--- src/core/lsbc_cfg.svh ---
// timing and encoding constants for the lin sbc control block
`ifndef LSBC_CFG_SVH
`define LSBC_CFG_SVH
`define LSBC_CLK_MHZ        100
`define LSBC_REARM_US       10
`define LSBC_REARM_CYC      (`LSBC_REARM_US * `LSBC_CLK_MHZ + 1)
`define LSBC_DOM_MS         20
`define LSBC_DOM_CYC        (`LSBC_DOM_MS * 1000 * `LSBC_CLK_MHZ + 1)
`define LSBC_RESET_MS       4
`define LSBC_RESET_CYC      (`LSBC_RESET_MS * 1000 * `LSBC_CLK_MHZ)
`define LSBC_RESF_US        1
`define LSBC_RESF_CYC       (`LSBC_RESF_US * `LSBC_CLK_MHZ)
`define LSBC_BLANK_CYC      64
`define LSBC_HSDEB_CYC      64
// sync reset at pin idle levels: hs, ls2, ls1, en low; wake, tx high as pulled
`define LSBC_SYNC_RST       6'h05
`endif

--- src/core/lsbc_pkg.sv ---
// types shared by the lin sbc control block
package lsbc_pkg;
  typedef enum logic [1:0] {
    LSBC_FAILSAFE = 2'b00,
    LSBC_NORMAL   = 2'b01,
    LSBC_SILENT   = 2'b10,
    LSBC_SLEEP    = 2'b11
  } lsbc_mode_e;
  typedef enum logic [1:0] {
    LSBC_SRC_BUS   = 2'b00,
    LSBC_SRC_LOCAL = 2'b01,
    LSBC_SRC_UV    = 2'b10,
    LSBC_SRC_NONE  = 2'b11
  } lsbc_src_e;
endpackage : lsbc_pkg

--- src/core/lsbc_drv_if.sv ---
// signals between the top and one low side driver channel
`timescale 1ns/10ps
interface lsbc_drv_if;
  logic ctrl;
  logic allow;
  logic normalEntry;
  logic overload;
  logic outOn;
  logic latched;
  modport top (output ctrl, output allow, output normalEntry, output overload,
               input outOn, input latched);
  modport chan (input ctrl, input allow, input normalEntry, input overload,
                output outOn, output latched);
endinterface : lsbc_drv_if

--- src/core/lsbc_low_drv.sv ---
// one low side driver channel: re-arm guard, blanking, latched shutdown
`timescale 1ns/10ps
`include "lsbc_cfg.svh"
module lsbc_low_drv
  import lsbc_pkg::*;
#(
  parameter int REARM_CYC = `LSBC_REARM_CYC,
  parameter int BLANK_CYC = `LSBC_BLANK_CYC
) (
  input  wire logic clk,
  input  wire logic rstn,
  lsbc_drv_if.chan  drv
);
  logic [$clog2(REARM_CYC+1)-1:0] hiCnt_reg;
  logic [$clog2(BLANK_CYC+1)-1:0] blankCnt_reg;
  logic                           armed_reg;
  logic                           shut_reg;
  logic                           ctrlPrev_reg;
  logic                           on_reg;
  logic                           onNext;

  // ************************************
  // re-arm guard after normal entry
  // ************************************
  always_ff @(posedge clk or negedge rstn) begin
    if (!rstn) begin
      hiCnt_reg <= '0;
      armed_reg <= 1'b0;
    end else if (drv.normalEntry && !drv.ctrl) begin
      hiCnt_reg <= '0;
      armed_reg <= 1'b0;
    end else if (drv.normalEntry) begin
      armed_reg <= 1'b1;
    end else if (!armed_reg) begin
      if (!drv.ctrl) begin
        hiCnt_reg <= '0;
      end else if (hiCnt_reg == ($bits(hiCnt_reg))'(REARM_CYC)) begin
        armed_reg <= 1'b1;
      end else begin
        hiCnt_reg <= hiCnt_reg + 1'b1;
      end
    end
  end

  // ************************************
  // overload latch, cleared on low then high
  // ************************************
  always_ff @(posedge clk or negedge rstn) begin
    if (!rstn) begin
      shut_reg     <= 1'b0;
      ctrlPrev_reg <= 1'b0;
    end else begin
      ctrlPrev_reg <= drv.ctrl;
      // monitor only live after blanking has run out
      if (on_reg && drv.overload && blankCnt_reg == '0) begin
        shut_reg <= 1'b1;
      end else if (drv.ctrl && !ctrlPrev_reg) begin
        shut_reg <= 1'b0;
      end
    end
  end

  assign onNext = drv.ctrl && drv.allow && armed_reg && !shut_reg;

  always_ff @(posedge clk or negedge rstn) begin
    if (!rstn) begin
      on_reg       <= 1'b0;
      blankCnt_reg <= '0;
    end else begin
      on_reg <= onNext;
      if (!on_reg) begin
        // reload so each switch-on event is blanked
        blankCnt_reg <= ($bits(blankCnt_reg))'(BLANK_CYC);
      end else if (blankCnt_reg != '0) begin
        blankCnt_reg <= blankCnt_reg - 1'b1;
      end
    end
  end

  assign drv.outOn   = on_reg;
  assign drv.latched = shut_reg;

  AST_BLANK_HOLDS: assert property (@(posedge clk) disable iff (!rstn)
    $rose(on_reg) |-> !shut_reg [*8])
    else $error("overload latched during blanking");
  AST_SHUT_OFF: assert property (@(posedge clk) disable iff (!rstn)
    $rose(shut_reg) |=> !on_reg)
    else $error("low driver on after overload latch");
endmodule : lsbc_low_drv

--- src/core/lsbc_ctrl.sv ---
// top of the lin sbc mode and driver control logic
//
// Notes on behaviour
// - in normal mode bus state output follows bus, high recessive, low dominant.
// - in silent mode bus state output is held high.
// - enable high selects normal mode with transmit and receive active.
// - enable falling with transmit high enters silent mode, regulator on.
// - enable falling with transmit low enters sleep mode, regulator off.
// - an open enable reads as low, keeping the transceiver out of normal.
// - supply undervoltage pulls reset low after a debounce and holds it.
// - reset stays low 4 ms after supply good before release.
// - transmit low drives dominant; transmit high leaves the bus recessive.
// - transmit low at normal entry blocks driver until high over 10 us.
// - transmit low over 20 ms forces recessive until high over 10 us.
// - sleep entry uses real transmit level even after the time-out.
// - in fail-safe the transmit pin becomes an output reporting the cause.
// - wake output inverts local wake; wake low moves sleep or silent to fail-safe.
// - in silent, fail-safe and normal wake output mirrors local wake.
// - low drivers on only with control high in normal mode, no battery undervoltage.
// - low control low at normal entry blocks driver until high over 10 us.
// - overload latches low driver off until control goes low then high.
// - short circuit monitor blanked during switch-on until full conduction.
// - high driver follows control in all modes except sleep; open reads low.
// - high driver shutdown is debounced, latched, restarts after control low.
// - start in fail-safe with regulator on; no transmit under battery undervoltage.
// - fail-safe pins code source: bus low/low, local low/high, battery high/low.
// - wake source is cleared at once when enable brings normal mode.
// - mode changes are ignored while reset is held low.
`timescale 1ns/10ps
`include "lsbc_cfg.svh"
module lsbc_ctrl
  import lsbc_pkg::*;
#(
  parameter int REARM_CYC = `LSBC_REARM_CYC,
  parameter int DOM_CYC   = `LSBC_DOM_CYC,
  parameter int RESET_CYC = `LSBC_RESET_CYC,
  parameter int RESF_CYC  = `LSBC_RESF_CYC,
  parameter int HSDEB_CYC = `LSBC_HSDEB_CYC
) (
  input  wire logic       clk,
  input  wire logic       rstn,
  input  wire logic       enableIn,
  input  wire logic       txdIn,
  output logic            txdOut,
  output logic            txdOe,
  output logic            rxdOut,
  input  wire logic       busDominant,
  output logic            busDriveDominant,
  input  wire logic       busWake,
  input  wire logic       batteryUv,
  input  wire logic       vccUv,
  output logic            regulatorOn,
  output logic            undervoltage_reset_n,
  input  wire logic       local_wake_in,
  output logic            wake_mirror_out,
  input  wire logic       low_drv1_ctrl,
  input  wire logic       low_drv2_ctrl,
  input  wire logic [1:0] lowOverload,
  output logic            low_drv1_out,
  output logic            low_drv2_out,
  input  wire logic       high_drv_ctrl,
  input  wire logic       highOverload,
  output logic            high_drv_out,
  output logic [1:0]      modeOut
);
  localparam int DOM_W = $clog2(DOM_CYC+1);
  localparam int RES_W = $clog2(RESET_CYC+1);

  // ************************************
  // input synchronisers
  // ************************************
  logic [5:0] syncA_reg;
  logic [5:0] syncB_reg;
  logic       enS;
  logic       txS;
  logic       wkS;
  logic       ls1S;
  logic       ls2S;
  logic       hsS;

  always_ff @(posedge clk or negedge rstn) begin
    if (!rstn) begin
      // wake rests high so the edge detector sees no false wake after reset
      syncA_reg <= `LSBC_SYNC_RST;
      syncB_reg <= `LSBC_SYNC_RST;
    end else begin
      // a floating pin is modelled as its pull level by the pad
      syncA_reg <= {high_drv_ctrl, low_drv2_ctrl, low_drv1_ctrl,
                    local_wake_in, enableIn, txdIn};
      syncB_reg <= syncA_reg;
    end
  end
  assign {hsS, ls2S, ls1S, wkS, enS, txS} = syncB_reg;

  // ************************************
  // reset output timing
  // ************************************
  logic [RES_W-1:0] resCnt_reg;
  logic             undervoltage_reset_n_reg;
  logic             resHold;

  always_ff @(posedge clk or negedge rstn) begin
    if (!rstn) begin
      resCnt_reg <= '0;
      undervoltage_reset_n_reg   <= 1'b0;
    end else if (vccUv) begin
      if (!undervoltage_reset_n_reg) begin
        resCnt_reg <= '0;
      end else if (resCnt_reg == RES_W'(RESF_CYC)) begin
        undervoltage_reset_n_reg   <= 1'b0;
        resCnt_reg <= '0;
      end else begin
        resCnt_reg <= resCnt_reg + 1'b1;
      end
    end else if (undervoltage_reset_n_reg) begin
      resCnt_reg <= '0;
    end else if (resCnt_reg == RES_W'(RESET_CYC - 1)) begin
      undervoltage_reset_n_reg <= 1'b1;
    end else begin
      resCnt_reg <= resCnt_reg + 1'b1;
    end
  end
  assign resHold              = !undervoltage_reset_n_reg;
  assign undervoltage_reset_n = undervoltage_reset_n_reg;

  // ************************************
  // operating mode
  // ************************************
  lsbc_mode_e mode_reg;
  lsbc_src_e  src_reg;
  logic       enPrev_reg;
  logic       wkPrev_reg;
  logic       enFall;
  logic       wkFall;

  assign enFall = enPrev_reg && !enS;
  assign wkFall = wkPrev_reg && !wkS;

  always_ff @(posedge clk or negedge rstn) begin
    if (!rstn) begin
      mode_reg   <= LSBC_FAILSAFE;
      src_reg    <= LSBC_SRC_NONE;
      enPrev_reg <= 1'b0;
      wkPrev_reg <= 1'b1;
    end else begin
      enPrev_reg <= enS;
      wkPrev_reg <= wkS;
      if (resHold) begin
        mode_reg <= mode_reg;
      end else begin
        unique case (mode_reg)
          LSBC_NORMAL: begin
            if (batteryUv) begin
              mode_reg <= LSBC_FAILSAFE;
              src_reg  <= LSBC_SRC_UV;
            end else if (enFall) begin
              // pin level, not the timed-out driver, picks sleep
              mode_reg <= txS ? LSBC_SILENT : LSBC_SLEEP;
            end
          end
          LSBC_FAILSAFE, LSBC_SILENT, LSBC_SLEEP: begin
            if (enS && !batteryUv) begin
              mode_reg <= LSBC_NORMAL;
              src_reg  <= LSBC_SRC_NONE;
            end else if (mode_reg != LSBC_FAILSAFE && busWake) begin
              mode_reg <= LSBC_FAILSAFE;
              src_reg  <= LSBC_SRC_BUS;
            end else if (mode_reg != LSBC_FAILSAFE && wkFall) begin
              mode_reg <= LSBC_FAILSAFE;
              src_reg  <= LSBC_SRC_LOCAL;
            end else if (enFall) begin
              mode_reg <= txS ? LSBC_SILENT : LSBC_SLEEP;
            end
          end
        endcase
      end
    end
  end

  logic normalEntry;
  logic isNormal;
  assign isNormal    = (mode_reg == LSBC_NORMAL);
  assign normalEntry = !isNormal && !resHold && enS && !batteryUv;
  assign modeOut     = mode_reg;

  // ************************************
  // transmit path: re-arm and dominant time-out
  // ************************************
  logic [DOM_W-1:0] domCnt_reg;
  logic [DOM_W-1:0] hiCnt_reg;
  logic             txArmed_reg;
  logic             busDrv_reg;

  always_ff @(posedge clk or negedge rstn) begin
    if (!rstn) begin
      domCnt_reg  <= '0;
      hiCnt_reg   <= '0;
      txArmed_reg <= 1'b0;
    end else if (normalEntry) begin
      txArmed_reg <= txS;
      domCnt_reg  <= '0;
      hiCnt_reg   <= '0;
    end else if (!txS) begin
      hiCnt_reg <= '0;
      if (domCnt_reg == DOM_W'(DOM_CYC)) begin
        txArmed_reg <= 1'b0;
      end else begin
        domCnt_reg <= domCnt_reg + 1'b1;
      end
    end else begin
      domCnt_reg <= '0;
      if (hiCnt_reg == DOM_W'(REARM_CYC)) begin
        txArmed_reg <= 1'b1;
      end else if (!txArmed_reg) begin
        hiCnt_reg <= hiCnt_reg + 1'b1;
      end
    end
  end

  always_ff @(posedge clk or negedge rstn) begin
    if (!rstn) begin
      busDrv_reg <= 1'b0;
    end else begin
      busDrv_reg <= isNormal && !batteryUv && txArmed_reg && !txS;
    end
  end
  assign busDriveDominant = busDrv_reg;

  // ************************************
  // receive, transmit-pin signalling, wake mirror, regulator
  // ************************************
  logic rxd_reg;
  logic txo_reg;
  logic txoe_reg;
  logic wko_reg;
  logic reg_reg;

  always_ff @(posedge clk or negedge rstn) begin
    if (!rstn) begin
      rxd_reg  <= 1'b1;
      txo_reg  <= 1'b0;
      txoe_reg <= 1'b0;
      wko_reg  <= 1'b0;
      reg_reg  <= 1'b1;
    end else begin
      wko_reg  <= (mode_reg == LSBC_SLEEP) ? 1'b0 : !wkS;
      reg_reg  <= (mode_reg != LSBC_SLEEP);
      txoe_reg <= (mode_reg == LSBC_FAILSAFE);
      unique case (mode_reg)
        LSBC_NORMAL:   rxd_reg <= !busDominant;
        LSBC_SILENT:   rxd_reg <= 1'b1;
        LSBC_SLEEP:    rxd_reg <= 1'b0;
        LSBC_FAILSAFE: rxd_reg <= (src_reg == LSBC_SRC_LOCAL) || (src_reg == LSBC_SRC_NONE);
      endcase
      txo_reg <= (src_reg == LSBC_SRC_UV) || (src_reg == LSBC_SRC_NONE);
    end
  end
  assign rxdOut          = rxd_reg;
  assign txdOut          = txo_reg;
  assign txdOe           = txoe_reg;
  assign wake_mirror_out = wko_reg;
  assign regulatorOn     = reg_reg;

  // ************************************
  // low side drivers
  // ************************************
  lsbc_drv_if ld1 ();
  lsbc_drv_if ld2 ();
  assign ld1.ctrl        = ls1S;
  assign ld2.ctrl        = ls2S;
  assign ld1.allow       = isNormal && !batteryUv;
  assign ld2.allow       = isNormal && !batteryUv;
  assign ld1.normalEntry = normalEntry;
  assign ld2.normalEntry = normalEntry;
  assign ld1.overload    = lowOverload[0];
  assign ld2.overload    = lowOverload[1];

  lsbc_low_drv #(.REARM_CYC(REARM_CYC)) uLow1 (.clk(clk), .rstn(rstn), .drv(ld1));
  lsbc_low_drv #(.REARM_CYC(REARM_CYC)) uLow2 (.clk(clk), .rstn(rstn), .drv(ld2));
  assign low_drv1_out = ld1.outOn;
  assign low_drv2_out = ld2.outOn;

  // ************************************
  // high side driver with debounced latch
  // ************************************
  logic [$clog2(HSDEB_CYC+1)-1:0] hsDeb_reg;
  logic                           hsShut_reg;
  logic                           hsOn_reg;

  always_ff @(posedge clk or negedge rstn) begin
    if (!rstn) begin
      hsDeb_reg  <= '0;
      hsShut_reg <= 1'b0;
      hsOn_reg   <= 1'b0;
    end else begin
      if (!highOverload || !hsOn_reg) begin
        hsDeb_reg <= '0;
      end else if (hsDeb_reg == ($bits(hsDeb_reg))'(HSDEB_CYC)) begin
        hsShut_reg <= 1'b1;
      end else begin
        hsDeb_reg <= hsDeb_reg + 1'b1;
      end
      if (!hsS && !(highOverload && hsOn_reg)) begin
        hsShut_reg <= 1'b0;
      end
      hsOn_reg <= hsS && !hsShut_reg && (mode_reg != LSBC_SLEEP);
    end
  end
  assign high_drv_out = hsOn_reg;

  // ************************************
  // checks
  // ************************************
  AST_RXD_SILENT: assert property (@(posedge clk) disable iff (!rstn)
    $past(mode_reg) == LSBC_SILENT |-> rxdOut)
    else $error("bus state output not high in silent");
  AST_RXD_NORMAL: assert property (@(posedge clk) disable iff (!rstn)
    $past(mode_reg) == LSBC_NORMAL |-> rxdOut == !$past(busDominant))
    else $error("bus state output does not follow bus");
  AST_SLEEP_ENTRY: assert property (@(posedge clk) disable iff (!rstn)
    isNormal && !resHold && !batteryUv && enFall && !txS |=> mode_reg == LSBC_SLEEP)
    else $error("sleep not entered");
  AST_SILENT_ENTRY: assert property (@(posedge clk) disable iff (!rstn)
    isNormal && !resHold && !batteryUv && enFall && txS |=> mode_reg == LSBC_SILENT)
    else $error("silent not entered");
  AST_NO_MODE_IN_RESET: assert property (@(posedge clk) disable iff (!rstn)
    resHold |=> $stable(mode_reg))
    else $error("mode changed during reset hold");
  AST_DRV_RECESSIVE: assert property (@(posedge clk) disable iff (!rstn)
    txS |=> !busDriveDominant)
    else $error("bus driven with transmit high");
  AST_TX_ENTRY_LOW: assert property (@(posedge clk) disable iff (!rstn)
    normalEntry && !txS |=> !txArmed_reg [*2])
    else $error("driver armed at entry with transmit low");
  AST_LOW_OFF: assert property (@(posedge clk) disable iff (!rstn)
    !isNormal [*2] |-> !low_drv1_out && !low_drv2_out)
    else $error("low driver on outside normal");
  AST_HS_SLEEP: assert property (@(posedge clk) disable iff (!rstn)
    $past(mode_reg) == LSBC_SLEEP |-> !high_drv_out)
    else $error("high driver on in sleep");
  AST_WAKE_MIRROR: assert property (@(posedge clk) disable iff (!rstn)
    $past(mode_reg) != LSBC_SLEEP |-> wake_mirror_out == !$past(wkS))
    else $error("wake output does not mirror input");
  AST_SRC_CLEAR: assert property (@(posedge clk) disable iff (!rstn)
    normalEntry |=> src_reg == LSBC_SRC_NONE)
    else $error("wake source not cleared");
  AST_LOW1_LATCH: assert property (@(posedge clk) disable iff (!rstn)
    ld1.latched |=> !low_drv1_out)
    else $error("low driver 1 on while latched");
  AST_LOW2_LATCH: assert property (@(posedge clk) disable iff (!rstn)
    ld2.latched |=> !low_drv2_out)
    else $error("low driver 2 on while latched");
endmodule : lsbc_ctrl

--- config.mk ---
export PLATFORM = sky130hd
export DESIGN_NAME = lsbc_ctrl
export DESIGN_NICKNAME = d
export VERILOG_FILES = /design/src/core/lsbc_pkg.sv /design/src/core/lsbc_drv_if.sv /design/src/core/lsbc_low_drv.sv /design/src/core/lsbc_ctrl.sv
export VERILOG_INCLUDE_DIRS = /design/src /design/src/core
export SDC_FILE = /design/constraint.sdc
export NUM_CORES = 1
export LEC_CHECK = 0
export BUFFER_PORTS_ARGS = -buffer_cell sky130_fd_sc_hd__buf_4
export CAP_MARGIN = 25
export CORE_MARGIN = 2
export CORE_UTILIZATION = 55
export DETAILED_ROUTE_END_ITERATION = 8
export GPL_ROUTABILITY_DRIVEN = 1
export PLACE_DENSITY = 0.75
export SETUP_SLACK_MARGIN = 0.5
export SLEW_MARGIN = 10
export SYNTH_ARGS = -nofsm -noshare
export SYNTH_HDL_FRONTEND = slang
export SYNTH_SLANG_ARGS = --single-unit
--- constraint.sdc ---
create_clock -name clk -period 1.8 [get_ports clk]
set_input_delay 0.27 -clock clk [delete_from_list [all_inputs] [get_ports clk]]
set_output_delay 0.27 -clock clk [all_outputs]
set_load 0.05 [all_outputs]
# Word-level counts from Yosys, hierarchy flattened
# Index checks and enable logic that the tools add are counted.
classes:
  n_addsub: 8
  n_eq_ne: 31
  muxes: 68
  reduce_logical: 66
ops:
  columns: ["cell", "n"]
  rows:
  - ["$mux W21", 7]
  - ["$mux W10", 10]
  - ["$mux W19", 5]
  - ["$add A21 B1 Y21 const B", 2]
  - ["$mux W7", 6]
  - ["$logic_and A1 B1 Y1", 29]
  - ["$mux W1", 28]
  - ["$eq A21 B10 Y1 const B", 1]
  - ["$eq A21 B21 Y1 const B", 1]
  - ["$add A10 B1 Y10 const B", 2]
  - ["$eq A10 B10 Y1 const B", 2]
  - ["$add A19 B1 Y19 const B", 1]
  - ["$eq A19 B19 Y1 const B", 1]
  - ["$eq A19 B7 Y1 const B", 1]
  - ["$mux W2", 9]
  - ["$logic_not A1 Y1", 17]
  - ["$ne A2 B2 Y1 const B", 8]
  - ["$ne A3 B2 Y1 const B", 5]
  - ["$logic_not A7 Y1", 2]
  - ["$reduce_bool A7 Y1", 2]
  - ["$sub A7 B1 Y7 const B", 2]
  - ["$reduce_and A3 Y1", 3]
  - ["$eq A2 B2 Y1 const B", 4]
  - ["$pmux W2 S2", 2]
  - ["14 further kinds", 23]
totals:
  ff_bits: 138
  inputBits: 15
  out_inout_bits: 12
  elab_cells: 205

# Longest topological paths before layout
# Gate-level depths: netlist (run 1).
logic_depth:
  depth_word: 8
  ltp_mapped: 9
  mapped_depth_nobuf: 7

# By module
# From an unflattened synthesis (run 1), not the netlist that was laid out.
hier_totals:
  cells_unflattened: 700
  hier_area_um2: 6900.4
modules_own_cells:
  columns: ["mod", "n_inst", "cells_each", "area_per_inst_um2", "seq_area_each_um2"]
  rows:
  - ["lsbc_ctrl", 1, 476, 4707.0, 2413.6]
  - ["lsbc_low_drv at uLow1", 1, 113, 1106.1, 525.5]
  - ["lsbc_low_drv at uLow2", 1, 111, 1087.3, 525.5]

# Worst setup path after synthesis (run 1)
# No wires, ideal clock.
synth_timing:
  path_kind: "reg2reg"
  startpoint: "register mode_reg[0] (netlist: modeOut[0])"
  endpoint: "register uLow1.hiCnt_reg[7]"
  setup_time_ns: 0.087
  arrival_ns: 1.997
  required_time_ns: 1.713
  slack_ns: -0.284
  stages_incl_launch_ff: 8
  n_path_buf: 2
  synth_period_minus_slack_ns: 2.084
  path_cell_list: "dfrtp_1 -> buf_2 -> nor2b_1 -> buf_2 -> nor4_1 -> or3_1 -> or3_1 -> o211ai_1"
synth_via:
  elab_chain_len: 8
  elab_cells_between_ends: 11
  classes_between: "4 x eq/ne; 1 x mux; 6 x reduce/logical"
synth_lines:
  columns: ["element", "line_no", "rtl"]
  rows:
  - ["from (decl)", "lsbc_ctrl.sv:129", "lsbc_mode_e mode_reg;"]
  - ["from (signal assigned)", "lsbc_ctrl.sv:149", "mode_reg <= mode_reg;"]
  - ["from (signal assigned)", "lsbc_ctrl.sv:158", "mode_reg <= txS ? LSBC_SILENT : LSBC_SLEEP;"]
  - ["from (signal assigned)", "lsbc_ctrl.sv:172", "mode_reg <= txS ? LSBC_SILENT : LSBC_SLEEP;"]
  - ["$eq A2 B1 Y1 *", "lsbc_ctrl.sv:182", "assign isNormal = (mode_reg == LSBC_NORMAL);"]
  - ["$logic_not A1 Y1 *", "lsbc_ctrl.sv:183", "assign normalEntry = !isNormal && !resHold && enS && !batteryUv;"]
  - ["$logic_and A1 B1 Y1 * (3 in a row)", "lsbc_ctrl.sv:183", null]
  - ["$logic_and A1 B1 Y1", "lsbc_low_drv.sv:29", "end else if (drv.normalEntry && !drv.ctrl) begin"]
  - ["$ne A3 B2 Y1 (no line) / $ne A2 B2 Y1 (equally long branches)", null, null]
  - ["$reduce_and A3 Y1 (no line)", null, null]
  - ["to (signal assigned)", "lsbc_low_drv.sv:40", "hiCnt_reg <= hiCnt_reg + 1'b1;"]
  - ["to (decl)", "lsbc_low_drv.sv:14", "logic [$clog2(REARM_CYC+1)-1:0] hiCnt_reg;"]
# Every way passes the cells marked *; elsewhere a longest branch is shown, timed or not.
# A chain may end at the register's enable or synchronous reset.

# Final worst setup path (run 1)
layout_timing:
  startpoint: "register hiCnt_reg[1]"
  endpoint: "register hiCnt_reg[8]"
layout_via:
  elab_chain_len: 5
  elab_cells_between_ends: 8
  classes_between: "1 x add/sub; 2 x eq/ne; 4 x mux; 1 x reduce/logical"
layout_lines:
  columns: ["element", "line_no", "rtl"]
  rows:
  - ["from (decl)", "lsbc_ctrl.sv:190", "logic [DOM_W-1:0] hiCnt_reg;"]
  - ["from (signal assigned)", "lsbc_ctrl.sv:215", "hiCnt_reg <= hiCnt_reg + 1'b1;"]
  - ["$add A21 B1 Y21", "lsbc_ctrl.sv:215", null]
  - ["$mux W21", "lsbc_ctrl.sv:214", "end else if (!txArmed_reg) begin"]
  - ["$mux W21", "lsbc_ctrl.sv:212", "if (hiCnt_reg == DOM_W'(REARM_CYC)) begin"]
  - ["$mux W21", "lsbc_ctrl.sv:203", "end else if (!txS) begin"]
  - ["$mux W21", "lsbc_ctrl.sv:199", "end else if (normalEntry) begin"]
# Parallel ways exist; a longest one is shown, timed or not. The select of a mux whose other input is x is not followed.

==> metrics.md, run 1 <==
| Metric | Value |
|---|---|
| Status | `finished, violations left` |
| Failing checks | `setup timing` |
| Mux cell area share after synthesis | `0.903%` |
| Clk_skew | `~0.011 ns` |
| Vias in the first global route | `6377` |
| Final Util | `between 80% and 90%` |
| CTS tree | `built` |
| Simple-gate share of the synthesized area | `~25%` |
| Adder-Cell Fraction of Synth Area | `~2.9%` |
| Synth top area share | `47.6%` |
| Dpl hpwl | `~10000 µm` |
| DRT iter0 DRCs | `about 760` |
| PD cells | `slightly below 1000 mW/mm²` |
| Setup crit end kind | `register` |
| Setup Viol. Count Final | `40` |
| Tot GR Track Use | `between 30% and 40%` |
| WL per Instance | `24.4 µm` |
| Initial Util | `a little under three fifths` |
| Max VDD drop | `about 1100 µV` |
| Syn_area_per_cell | `9.87 µm²` |
| Netlist cell types | `just over 60` |
| Slew Limit Headroom | `52.3%` |
| Critical path class | `reg -> reg` |
| Multi-input gate area | `0.00439 mm²` |
| Skew-Pair Late Insertion Delay | `between 0.4 and 0.5 ns` |
| P_leak | `between 4 and 5 nW` |
| Largest net degree at the start of global routing | `59` |
| Chip height | `approximately 120 µm` |
| Final hold violation count | `0` |
| Cell Int Power | `approximately 0.0071 W` |
| CTS root buf | `clkbuf_16` |
| Final WS setup | `-0.269 ns` |
| Clk buf depth | `2` |
| Diode count | `0` |
| Hold Slack | `a little under 0.1 ns` |
| Vias per std cell | `approximately 6.6` |
| CP Launch Type | `register` |
| First-pass GRT wire length | `about 32000 µm` |
| Sequential fraction of the synthesis area | `about half` |
| Die span in x | `115 µm` |
| Buffers on Ports | `26` |
| Switching share of total power | `32.4%` |
| Synth Area in Compound Gates | `a little under a tenth` |
| Initial antenna violation count | `0` |
| Worst-path fanout max | `7` |
| Area contributors post-synth | `dfrtp_1 (48%), nor2_1 (5.0%), xnor2_1 (4.1%)` |
| IO Pins | `27` |
| Syn Nets | `between 700 and 800` |
| Synth Area in XOR/XNOR | `8.26%` |
| Max cap viols | `0` |
| Commonest cells post-synth | `dfrtp_1 (129), nor2_1 (91), nand2_1 (50)` |
| Rows | `40` |
| Count leader, synth | `dfrtp_1` |
| Max-slew violation count | `0` |
| RSZ-0062 raised after global routing | `true` |
| Drt first pass iters | `5` |
| DR vias | `between 7000 and 8000` |
| Clk network pwr share | `a little over a third` |
| Sw power | `about 0.0034 W` |
| Grt ovf | `0` |
| Required @ worst endpoint | `~2.2 ns` |
| F_max | `483 MHz` |
| Post-synth EDFFs | `0` |
| Routability cong. | `roughly 0.85` |
| FILL cells | `447` |
| Clock-pin transition on the worst setup and hold timing paths | `about 0.060 ns` |
| Synth area leader | `dfrtp_1` |
| Synth Cell Area | `0.00679 mm²` |
| Num CTS Buffers | `17` |
| Die ar. | `0.0132 mm²` |
| Reg power frac | `35.2%` |
| Area of the core | `0.0120 mm²` |
| H-tree Lvls | `4` |
| Hold Crit Class | `in -> reg` |
| Synth Warn # | `0` |
| Synth Instances | `slightly below 700` |
| # nets final | `between 900 and 1000` |
| Post-route DRC violation count | `0` |
| Setup WS pre-CTS | `-0.0826 ns` |
| Largest family of logic cells by synthesized area | `simple AND/OR/NAND/NOR gates` |
| Logic pwr share | `roughly 28%` |
| Ratio of final minimum period to clock period | `115%` |
| Asr flop ratio synth | `between 90% and 100%` |
| Post-route ant nets | `0` |
| Worst EP arrival | `2.42 ns` |
| Register bit count reported by yosys | `~140` |
| Register area | `~0.0035 mm²` |
| Area grow syn2layout | `57.3%` |
| Worst Tran Pin Value | `~0.72 ns` |
| Setup TNS | `-5.85 ns` |
| Clock sinks | `around 140` |
| Total wire length | `about 26000 µm` |
| Primary FF master, synth | `dfrtp_1` |
| Min Tclk post-route | `just over 2 ns` |
| Share of post-route cells with drive strength above 1 | `between 40% and 50%` |
-- metrics by stage --
stage               cells  total power [W]  cell area (µm²)
floorplan             688          0.00480             7210
global placement      918          0.00530             8020
detailed placement    918          0.00536             8020
CTS                  1007          0.00959             9690
global route         1056           0.0107            10700
finish               1056           0.0104            10700
-- cell families (layout without fill, tap and decap cells) --
family,after synthesis,after routing
adder cells (fa/ha/maj),16,16
AO/OA/AOI/OAI,94,94
XOR/XNOR,64,64
flip-flops,138,138
AND/OR/NAND/NOR,327,330
multiplexers,6,6
buffers and inverters,43,261
-- layout make-up --
type | count | share of cell area (%)
multi-input cells | 510 | 41.1
flip-flops and latches | 138 | 32.6
repair buffers | 205 | 17.8
clock buffers | 18 | 4.02
clock inverters | 13 | 1.82
well taps | 147 | 1.72
inverters | 25 | 0.949
-- final timing paths --
path	start	end	slack (ns)	cells past startpoint
max in group asynchronous	rstn	syncA_reg[2]	0.86	3
max	hiCnt_reg[1]	hiCnt_reg[8]	-0.27	7
min reg2reg	syncA_reg[1]	syncB_reg[1]	0.36	0
min in group asynchronous	rstn	uLow2.hiCnt_reg[9]	0.29	2
min	vccUv	undervoltage_reset_n	0.1	2
max reg2reg	hiCnt_reg[1]	hiCnt_reg[8]	-0.27	7
-- timing repair --
item,CTS,global route
hold buffers,8,0
pin swaps,55,84
endpoints found under the setup margin,113,119
gates resized for setup,145,125
cloned,1,2
endpoints found under the hold margin,33,0
setup buffers,49,47
-- power groups by stage --
| stage | Clock [W] | Combinational (W) | Sequential, W |
|---|---|---|---|
| 3_5_place_dp | 0 | 0.00174 | 0.00363 |
| 6_report | 0.00381 | 0.00296 | 0.00367 |
| 5_1_grt | 0.00397 | 0.00307 | 0.00368 |
| 4_1_cts | 0.00372 | 0.00228 | 0.00359 |
| 3_3_place_gp | 0 | 0.00169 | 0.00361 |
| 2_1_floorplan | 0 | 0.000971 | 0.00383 |
-- critical path: stages (launching register included) --
cell	delay [ns]
dfrtp_1	0.40
inv_1	0.10
ha_2	0.19
nor4b_4	0.12
and4_4	0.21
a211o_4	0.39
or4_1	0.42
a21oi_1	0.15
-- per-layer routing --
layer	global-route usage (%)	share of wire (%)	wire (µm)	up-vias
met4	13.2	6.5	1670	0
met3	7.70	7.6	1950	174
met2	51.7	49	12600	499
li1	-	-	-	2877
met5	0	0	0	-
met1	38.5	37	9610	3469
-- placed cells by master (no fill, tap or decap), types with 6 or more instances in the layout --
cell / netlist / routed
a21oi_1: 22 / 11
a21oi_2: 1 / 6
a21oi_4: 0 / 6
and2_1: 10 / 10
and3_1: 13 / 10
buf_12: 0 / 8
buf_4: 1 / 128
buf_6: 2 / 55
clkbuf_16: 0 / 17
clkinvlp_4: 0 / 6
dfrtp_1: 129 / 114
dfrtp_2: 0 / 15
dfstp_2: 9 / 9
dlygate4sd3_1: 0 / 8
ha_2: 0 / 6
inv_1: 25 / 18
nand2_1: 50 / 42
nand2b_4: 0 / 6
nand3_1: 34 / 16
nand3_2: 0 / 14
nand4_1: 26 / 26
nor2_1: 91 / 70
nor2_2: 0 / 11
nor2_4: 0 / 10
nor3_1: 29 / 10
nor3_2: 0 / 8
nor3_4: 0 / 11
nor4_4: 0 / 11
o21ai_0: 23 / 14
o21ai_1: 0 / 6
or3_4: 0 / 6
xnor2_1: 32 / 23
xnor2_2: 0 / 8
xor2_1: 32 / 31
(Power assumes the default switching activity.)
==> run 2, diff against run 1 <==
--- a/config.mk
+++ b/config.mk
@@ -12,7 +12,7 @@
 export CORE_UTILIZATION = 55
 export DETAILED_ROUTE_END_ITERATION = 8
 export GPL_ROUTABILITY_DRIVEN = 1
-export PLACE_DENSITY = 0.75
+export PLACE_DENSITY_LB_ADDON = 0.1
 export SETUP_SLACK_MARGIN = 0.5
 export SLEW_MARGIN = 10
 export SYNTH_ARGS = -nofsm -noshare
==> metrics.md, run 2 (same netlist as run 1, synthesis figures left out) <==
| Metric | Value |
|---|---|
| GR Util met2 | `53.7% (+2.0 points)` |
| F_max | `510 MHz (+5.6%)` |
| Clk buf depth | `2 (unchanged)` |
| Met1 Track Usage GR | `37.1% (-1.5 points)` |
| Share of post-route cells with drive strength above 1 | `50.0% (+2.9 points)` |
| Dpl hpwl | `10800 µm (+2.5%)` |
| Vias per std cell | `6.52 (-1.9%)` |
| IO Pins | `27 (unchanged)` |
| Post-route DRC violation count | `0 (unchanged)` |
| Failing checks | `setup timing` |
| Initial antenna violation count | `0 (unchanged)` |
| GR peak layer | `met2` |
| PD cells | `951 mW/mm² (-2.7%)` |
| Post-DP Area | `0.00806 mm² (+0.50%)` |
| RR Startpoint | `hiCnt_reg[0]` |
| Max cap viols | `0 (unchanged)` |
| Setup crit end kind | `register` |
| Die span in x | `115 µm (unchanged)` |
| Area of the core | `0.0120 mm² (unchanged)` |
| Routability cong. | `0.897 (+5.0%)` |
| Post-route ant nets | `0 (unchanged)` |
| Die ar. | `0.0132 mm² (unchanged)` |
| R2r worst-path depth | `6 (-1)` |
| Tot GR Track Use | `31.1% (+0.19 points)` |
| Reg2Reg Capture Point | `hiCnt_reg[8]` |
| Final hold violation count | `0 (unchanged)` |
| Setup WS pre-CTS | `-0.128 ns (-0.0458 ns)` |
| Worst-path fanout max | `5 (-2)` |
| Clock sinks | `138 (unchanged)` |
| Slew Limit Headroom | `66.9% (+15 points)` |
| Chip height | `115 µm (unchanged)` |
| DR vias | `6928 (-1.3%)` |
| P_leak | `4.59 nW (+0.39%)` |
| Final WS setup | `-0.160 ns (+0.109 ns)` |
| CTS root buf | `clkbuf_16` |
| Ratio of final minimum period to clock period | `109% (-6.1 points)` |
| Required @ worst endpoint | `2.16 ns (about the same)` |
| Final Non-Filler Cells | `1063 (+0.66%)` |
| Drt first pass iters | `6 (+1)` |
| WL per Instance | `23.9 µm (-2.1%)` |
| Status | `finished, violations left` |
| CTS tree | `built` |
| Min Tclk post-route | `1.96 ns (-0.109 ns)` |
| Vias in the first global route | `6527 (+2.4%)` |
| Clock-pin transition on the worst setup and hold timing paths | `0.06 ns (about the same)` |
| Area grow syn2layout | `60.2%` |
| Num CTS Buffers | `17 (unchanged)` |
| Grt ovf | `0 (unchanged)` |
| DRT iter0 DRCs | `835 (+9.3%)` |
| Worst Tran Pin Value | `0.497 ns (-0.219 ns)` |
| Buffers on Ports | `26 (unchanged)` |
| Placed cells | `920 (+0.22%)` |
| Final Util | `90.5% (+1.6 points)` |
| RSZ-0062 raised after global routing | `true` |
| Rows | `40 (unchanged)` |
| Design Area, Final | `0.0109 mm² (+1.8%)` |
| Setup crit end | `hiCnt_reg[8]` |
| Commonest non-fill, non-tap cell in the layout | `buf_4` |
| First-pass GRT wire length | `32000 µm (+0.78%)` |
| FILL cells | `431 (-3.6%)` |
| FF-to-FF setup slack | `-0.16 ns (+0.11 ns)` |
| Critical path class | `reg -> reg` |
| Skew-Pair Late Insertion Delay | `0.44 ns (about the same)` |
| Largest net degree at the start of global routing | `50 (-15%)` |
| Initial Util | `56.5% (unchanged)` |
| Hold Crit Class | `in -> reg` |
| Setup Viol. Count Final | `35 (-13%)` |
| # nets final | `934 (+0.65%)` |
| CP Launch Type | `register` |
| H-tree Lvls | `4 (unchanged)` |
| Met3 Use GR | `7.70% (unchanged)` |
| Max VDD drop | `816 µV (-27%)` |
| Critical Path Start | `hiCnt_reg[0]` |
| Worst EP arrival | `2.32 ns (-0.10 ns)` |
| Diode count | `0 (unchanged)` |
| Most frequent cells in the layout | `buf_4 (140), dfrtp_1 (115), nor2_1 (60)` |
| Clk_skew | `0.0110 ns (+0.000115 ns)` |
| Max-slew violation count | `0 (unchanged)` |
| Total wire length | `25400 µm (-1.5%)` |
-- run 2: changes by cell type in the layout (fill, tap and decap cells not counted), moves of 4 or more --
cell,delta
a21oi_2,+5
nor2_2,+7
nor2_1,-10
xor2_1,-4
xor2_2,+4
buf_6,-5
nand3_4,+4
buf_4,+12
a21oi_4,-4
-- run 2: metal layers --
metal | vias up | share of wire (%)
met5 | - | 0
met1 | 3454 | 36
met3 | 134 | 7.8
met2 | 452 | 51
li1 | 2888 | -
met4 | 0 | 5.1
-- run 2: worst min path at each step --
stage / startpoint / end / slack, ns / cells past startpoint
after floorplan: rstn / busDriveDominant / -0.03 / 0
after CTS: busDominant / rxdOut / 0.02 / 2
after global routing: busDominant / rxdOut / 0.04 / 2
after detailed placement: rstn / uLow1.blankCnt_reg[2] / 0.25 / 1
after global placement: rstn / uLow1.blankCnt_reg[2] / 0.25 / 1
final: busDominant / rxdOut / 0.06 / 2
-- run 2: power by group --
group          switching [W]  internal (W)
clock                0.00151       0.00206
combinational        0.00166       0.00143
sequential          0.000299       0.00337
total                0.00348       0.00686
-- run 2: cell type report --
class	count	area, µm²	share of cell area, %
multi-input cells	511	4590	42.2
clock buffers	17	425	3.91
well taps	147	184	1.69
flip-flops and latches	138	3480	32.0
inverters	25	93.8	0.863
clock inverters	15	165	1.52
repair buffers	210	1930	17.7
-- run 2: critical path, stage by stage (launching register included) --
cell and delay [ns]:
dfrtp_1 0.41, ha_4 0.18, nor4b_4 0.13, and4_4 0.21
a211o_4 0.36, or4_4 0.43, a21oi_2 0.16
-- run 2: repair_timing --
action	in CTS	in global routing
pin swaps	76	77
cloned	4	1
hold buffers	7	0
endpoints found under the hold margin	44	0
setup buffers	67	32
gates resized for setup	154	145
setup endpoints to repair	116	120
-- run 2: stage by stage --
step / setup TNS, ns / power, W / hold WS, ns
after floorplan: -0.416 / 0.00480 / -0.0256
after global placement: -0.107 / 0.00533 / 0.245
after detailed placement: -0.690 / 0.00539 / 0.249
after CTS: -0.0427 / 0.00958 / 0.0245
after global routing: -3.21 / 0.0106 / 0.0361
final: -1.42 / 0.0103 / 0.0573
==> run 3, diff against run 2 <==
--- a/config.mk
+++ b/config.mk
@@ -6,6 +6,7 @@
 export SDC_FILE = /design/constraint.sdc
 export NUM_CORES = 1
 export LEC_CHECK = 0
+export ABC_AREA = 1
 export BUFFER_PORTS_ARGS = -buffer_cell sky130_fd_sc_hd__buf_4
 export CAP_MARGIN = 25
 export CORE_MARGIN = 2
==> metrics.md, run 3 <==
| Metric | Value |
|---|---|
| CP Launch Type | `register` |
| Family with the most delay on the worst path | `simple AND/OR/NAND/NOR gates` |
| Clk_skew | `0.0102 ns (-0.000786 ns)` |
| Cell Int Power | `0.00710 W (+3.5%)` |
| Syn_area_per_cell | `7.72 µm² (-22%)` |
| WP depth | `10 (+4)` |
| Routability cong. | `0.949 (+5.9%)` |
| Die ar. | `0.0143 mm² (+8.3%)` |
| Sequential fraction of the synthesis area | `47.0% (-4.0 points)` |
| Diode count | `0 (unchanged)` |
| Logic pwr share | `29.1% (-0.8 points)` |
| Status | `finished clean` |
| Slew Limit Headroom | `71.2% (+4.3 points)` |
| Area contributors post-synth | `dfrtp_1 (44%), nand2_1 (11%), nor2_1 (7.0%)` |
| Most frequent cells in the layout | `nand2_1 (162), dfrtp_1 (115), buf_4 (113)` |
| Count leader, synth | `nand2_1` |
| Commonest non-fill, non-tap cell in the layout | `nand2_1` |
| Clk buf depth | `2 (unchanged)` |
| Synth Warn # | `0 (unchanged)` |
| Chip height | `120 µm (+4.0%)` |
| Primary FF master, synth | `dfrtp_1` |
| Sw power | `0.00328 W (-5.7%)` |
| Initial Util | `56.1% (-0.42 points)` |
| CTS tree | `built` |
| Drt first pass iters | `6 (unchanged)` |
| Rows | `42 (+5.0%)` |
| Hold depth | `2 (unchanged)` |
| DRT iter0 DRCs | `557 (-33%)` |
| Synth top area share | `43.8% (-3.7 points)` |
| Multi-input gate area | `0.00435 mm² (-5.3%)` |
| Final Non-Filler Cells | `1323 (+24%)` |
| WL per Instance | `16.4 µm (-31%)` |
| Synth area leader | `dfrtp_1` |
| CP cell instances | `buf_4 -> ha_4 -> nand2_4 -> nor2_4 -> nand2_2 -> nor3_2 -> nand3_1 -> nand2_1 -> nand2_1 -> nor2_1` |
| Post-route ant nets | `0 (unchanged)` |
| Clk network pwr share | `35.5% (+0.9 points)` |
| Commonest cells post-synth | `nand2_1 (218), nor2_1 (137), dfrtp_1 (129)` |
| Post-DP Area | `0.00814 mm² (+0.95%)` |
| DR vias | `7323 (+5.7%)` |
| Vias in the first global route | `6763 (+3.6%)` |
| Buf+Inv Stages, Crit Path | `1 (+1)` |
| Max VDD drop | `861 µV (+5.5%)` |
| CTS root buf | `clkbuf_16` |
| Netlist cell types | `39 (-36%)` |
| Synth Instances | `955 (+39%)` |
| Ratio of final minimum period to clock period | `93.8% (-15 points)` |
| Share of post-route cells with drive strength above 1 | `38.9% (-11 points)` |
| Slowest stage cell on the critical path | `dfrtp_1` |
| Grt ovf | `0 (unchanged)` |
| Final WS setup | `0.112 ns (+0.272 ns)` |
| P_leak | `4.82 nW (+5.0%)` |
| FILL cells | `764 (+77%)` |
| Area grow syn2layout | `47.2%` |
| Min Tclk post-route | `1.69 ns (-0.272 ns)` |
| Register bit count reported by yosys | `138 (unchanged)` |
| Worst-path fanout max | `6 (+1)` |
| Asr flop ratio synth | `100% (unchanged)` |
| Post-route DRC violation count | `0 (unchanged)` |
| Switching share of total power | `31.6% (-2.1 points)` |
| Largest net degree at the start of global routing | `58 (+16%)` |
| Clock sinks | `138 (unchanged)` |
| Total wire length | `21700 µm (-15%)` |
| Setup crit end kind | `register` |
| Dpl hpwl | `11500 µm (+7.2%)` |
| Die span in x | `120 µm (+4.0%)` |
| Design Area, Final | `0.0108 mm² (-0.29%)` |
| Worst Tran Pin Value | `0.432 ns (-0.0648 ns)` |
| Skew-Pair Late Insertion Delay | `0.43 ns (about the same)` |
| Required @ worst endpoint | `2.16 ns (about the same)` |
| Synth Cell Area | `0.00737 mm² (+8.6%)` |
| Setup TNS | `0 ns (+1.42 ns)` |
| Placed cells | `1175 (+28%)` |
| Hold Crit Class | `in -> reg` |
| Setup Viol. Count Final | `0 (-100%)` |
| Vias per std cell | `5.54 (-15%)` |
| # nets final | `1165 (+25%)` |
| FF-to-FF setup slack | `0.11 ns (+0.27 ns)` |
| Final hold violation count | `0 (unchanged)` |
| F_max | `592 MHz (+16%)` |
| R2r worst-path depth | `10 (+4)` |
| Worst EP arrival | `2.04 ns (-0.28 ns)` |
| Max cap viols | `0 (unchanged)` |
| IO Pins | `27 (unchanged)` |
| Critical path class | `reg -> reg` |
| Post-synth EDFFs | `0 (unchanged)` |
| Syn Nets | `986 (+37%)` |
| Buffers on Ports | `26 (unchanged)` |
| Reg power frac | `35.4% (about the same)` |
| Area of the core | `0.0131 mm² (+9.4%)` |
| Setup WS pre-CTS | `0.0381 ns (+0.166 ns)` |
| Critical path's most frequent cell | `nand2_1` |
| Clock-pin transition on the worst setup and hold timing paths | `0.06 ns (about the same)` |
| H-tree Lvls | `4 (unchanged)` |
| Tot GR Track Use | `27.7% (-3.4 points)` |
| First-pass GRT wire length | `31700 µm (-0.97%)` |
| Num CTS Buffers | `17 (unchanged)` |
| Max-slew violation count | `0 (unchanged)` |
| PD cells | `957 mW/mm² (+0.68%)` |
| CP max stage delay | `0.41 ns (-0.02 ns)` |
| RSZ-0062 raised after global routing | `true` |
| Register area | `0.00348 mm² (about the same)` |
| Initial antenna violation count | `0 (unchanged)` |
## run 3: cell types whose count changed in the layout (fill, tap and decap cells not counted), moves of 12 or more
cell / delta
nand2_2: +34
o21ai_1: +17
nand2_4: +12
nor2_1: +42
xnor2_1: -24
buf_4: -27
a21oi_1: +12
nand3_2: +14
nor3_1: +12
o21ai_2: +12
buf_6: -12
nand2_1: +121
nand3_1: +36
inv_1: +81
## run 3: path summary, 6_finish.rpt
path                               from             to
min reg2reg                syncA_reg[1]   syncB_reg[1]
min in group asynchronous          rstn  resCnt_reg[8]
min                         busDominant         rxdOut
max reg2reg                hiCnt_reg[0]  hiCnt_reg[18]
max                        hiCnt_reg[0]  hiCnt_reg[18]
max in group asynchronous          rstn         rxdOut
## run 3: stage by stage
stage          total power [W]  util (%)  hold slack [ns]
4_1_cts                0.00983      76.3           0.0396
2_1_floorplan          0.00485         -          -0.0256
3_3_place_gp           0.00536      61.9            0.158
5_1_grt                 0.0108      82.5           0.0164
3_5_place_dp           0.00539      61.9            0.164
6_report                0.0104      82.5           0.0303
## run 3: cell families after synthesis
| kind of cell | count (synthesis) | synth area share (%) |
|---|---|---|
| AOI/OAI and AO/OA | 102 | 7.66 |
| xor gates and xnor gates | 26 | 3.09 |
| adders and majority gates | 16 | 2.72 |
| buffers and inverters | 141 | 7.74 |
| DFF | 138 | 47.0 |
| and+or+nand+nor | 532 | 31.8 |
## run 3: worst reg2reg max path: cells and delay by family, from the launching register on
family / cells / cell delay, ns
flip-flops: 1 / 0.41
buffers and inverters: 1 / 0.19
adder cells (fa/ha/maj): 1 / 0.17
AND/OR/NAND/NOR: 8 / 0.87
## run 3: per-layer routing
metal  vias to the layer above  track usage (%)  wire [µm]
met5                         -                0          0
met4                         0             9.71        587
met3                        63             5.99        799
met2                       218             46.9      11600
met1                      3577             35.2       8750
li1                       3465                -          -
## run 3: layout make-up
cell class,instances,area share (%)
inverter,126,4.92
clock buffer,19,4.08
tap,176,2.03
timing repair inverter,1,0.0808
multi-input combinational,677,40.1
clock inverter,13,1.63
timing repair buffer,173,15.0
sequential,138,32.1
## run 3: power by group through the flow
stage / sequential [W] / clock (W) / combinational [W]
2_1_floorplan: 0.00395 / 0 / 0.000905
3_3_place_gp: 0.00368 / 0 / 0.00168
3_5_place_dp: 0.00369 / 0 / 0.00170
4_1_cts: 0.00365 / 0.00371 / 0.00247
5_1_grt: 0.00370 / 0.00385 / 0.00323
6_report: 0.00367 / 0.00368 / 0.00302
## run 3: what timing repair did
action,CTS,global route
endpoints found under the hold margin,32,0
hold buffers,7,0
pin swaps,44,70
resized for setup,174,138
gates cloned,3,1
setup endpoints to repair,110,116
buffers inserted,64,41
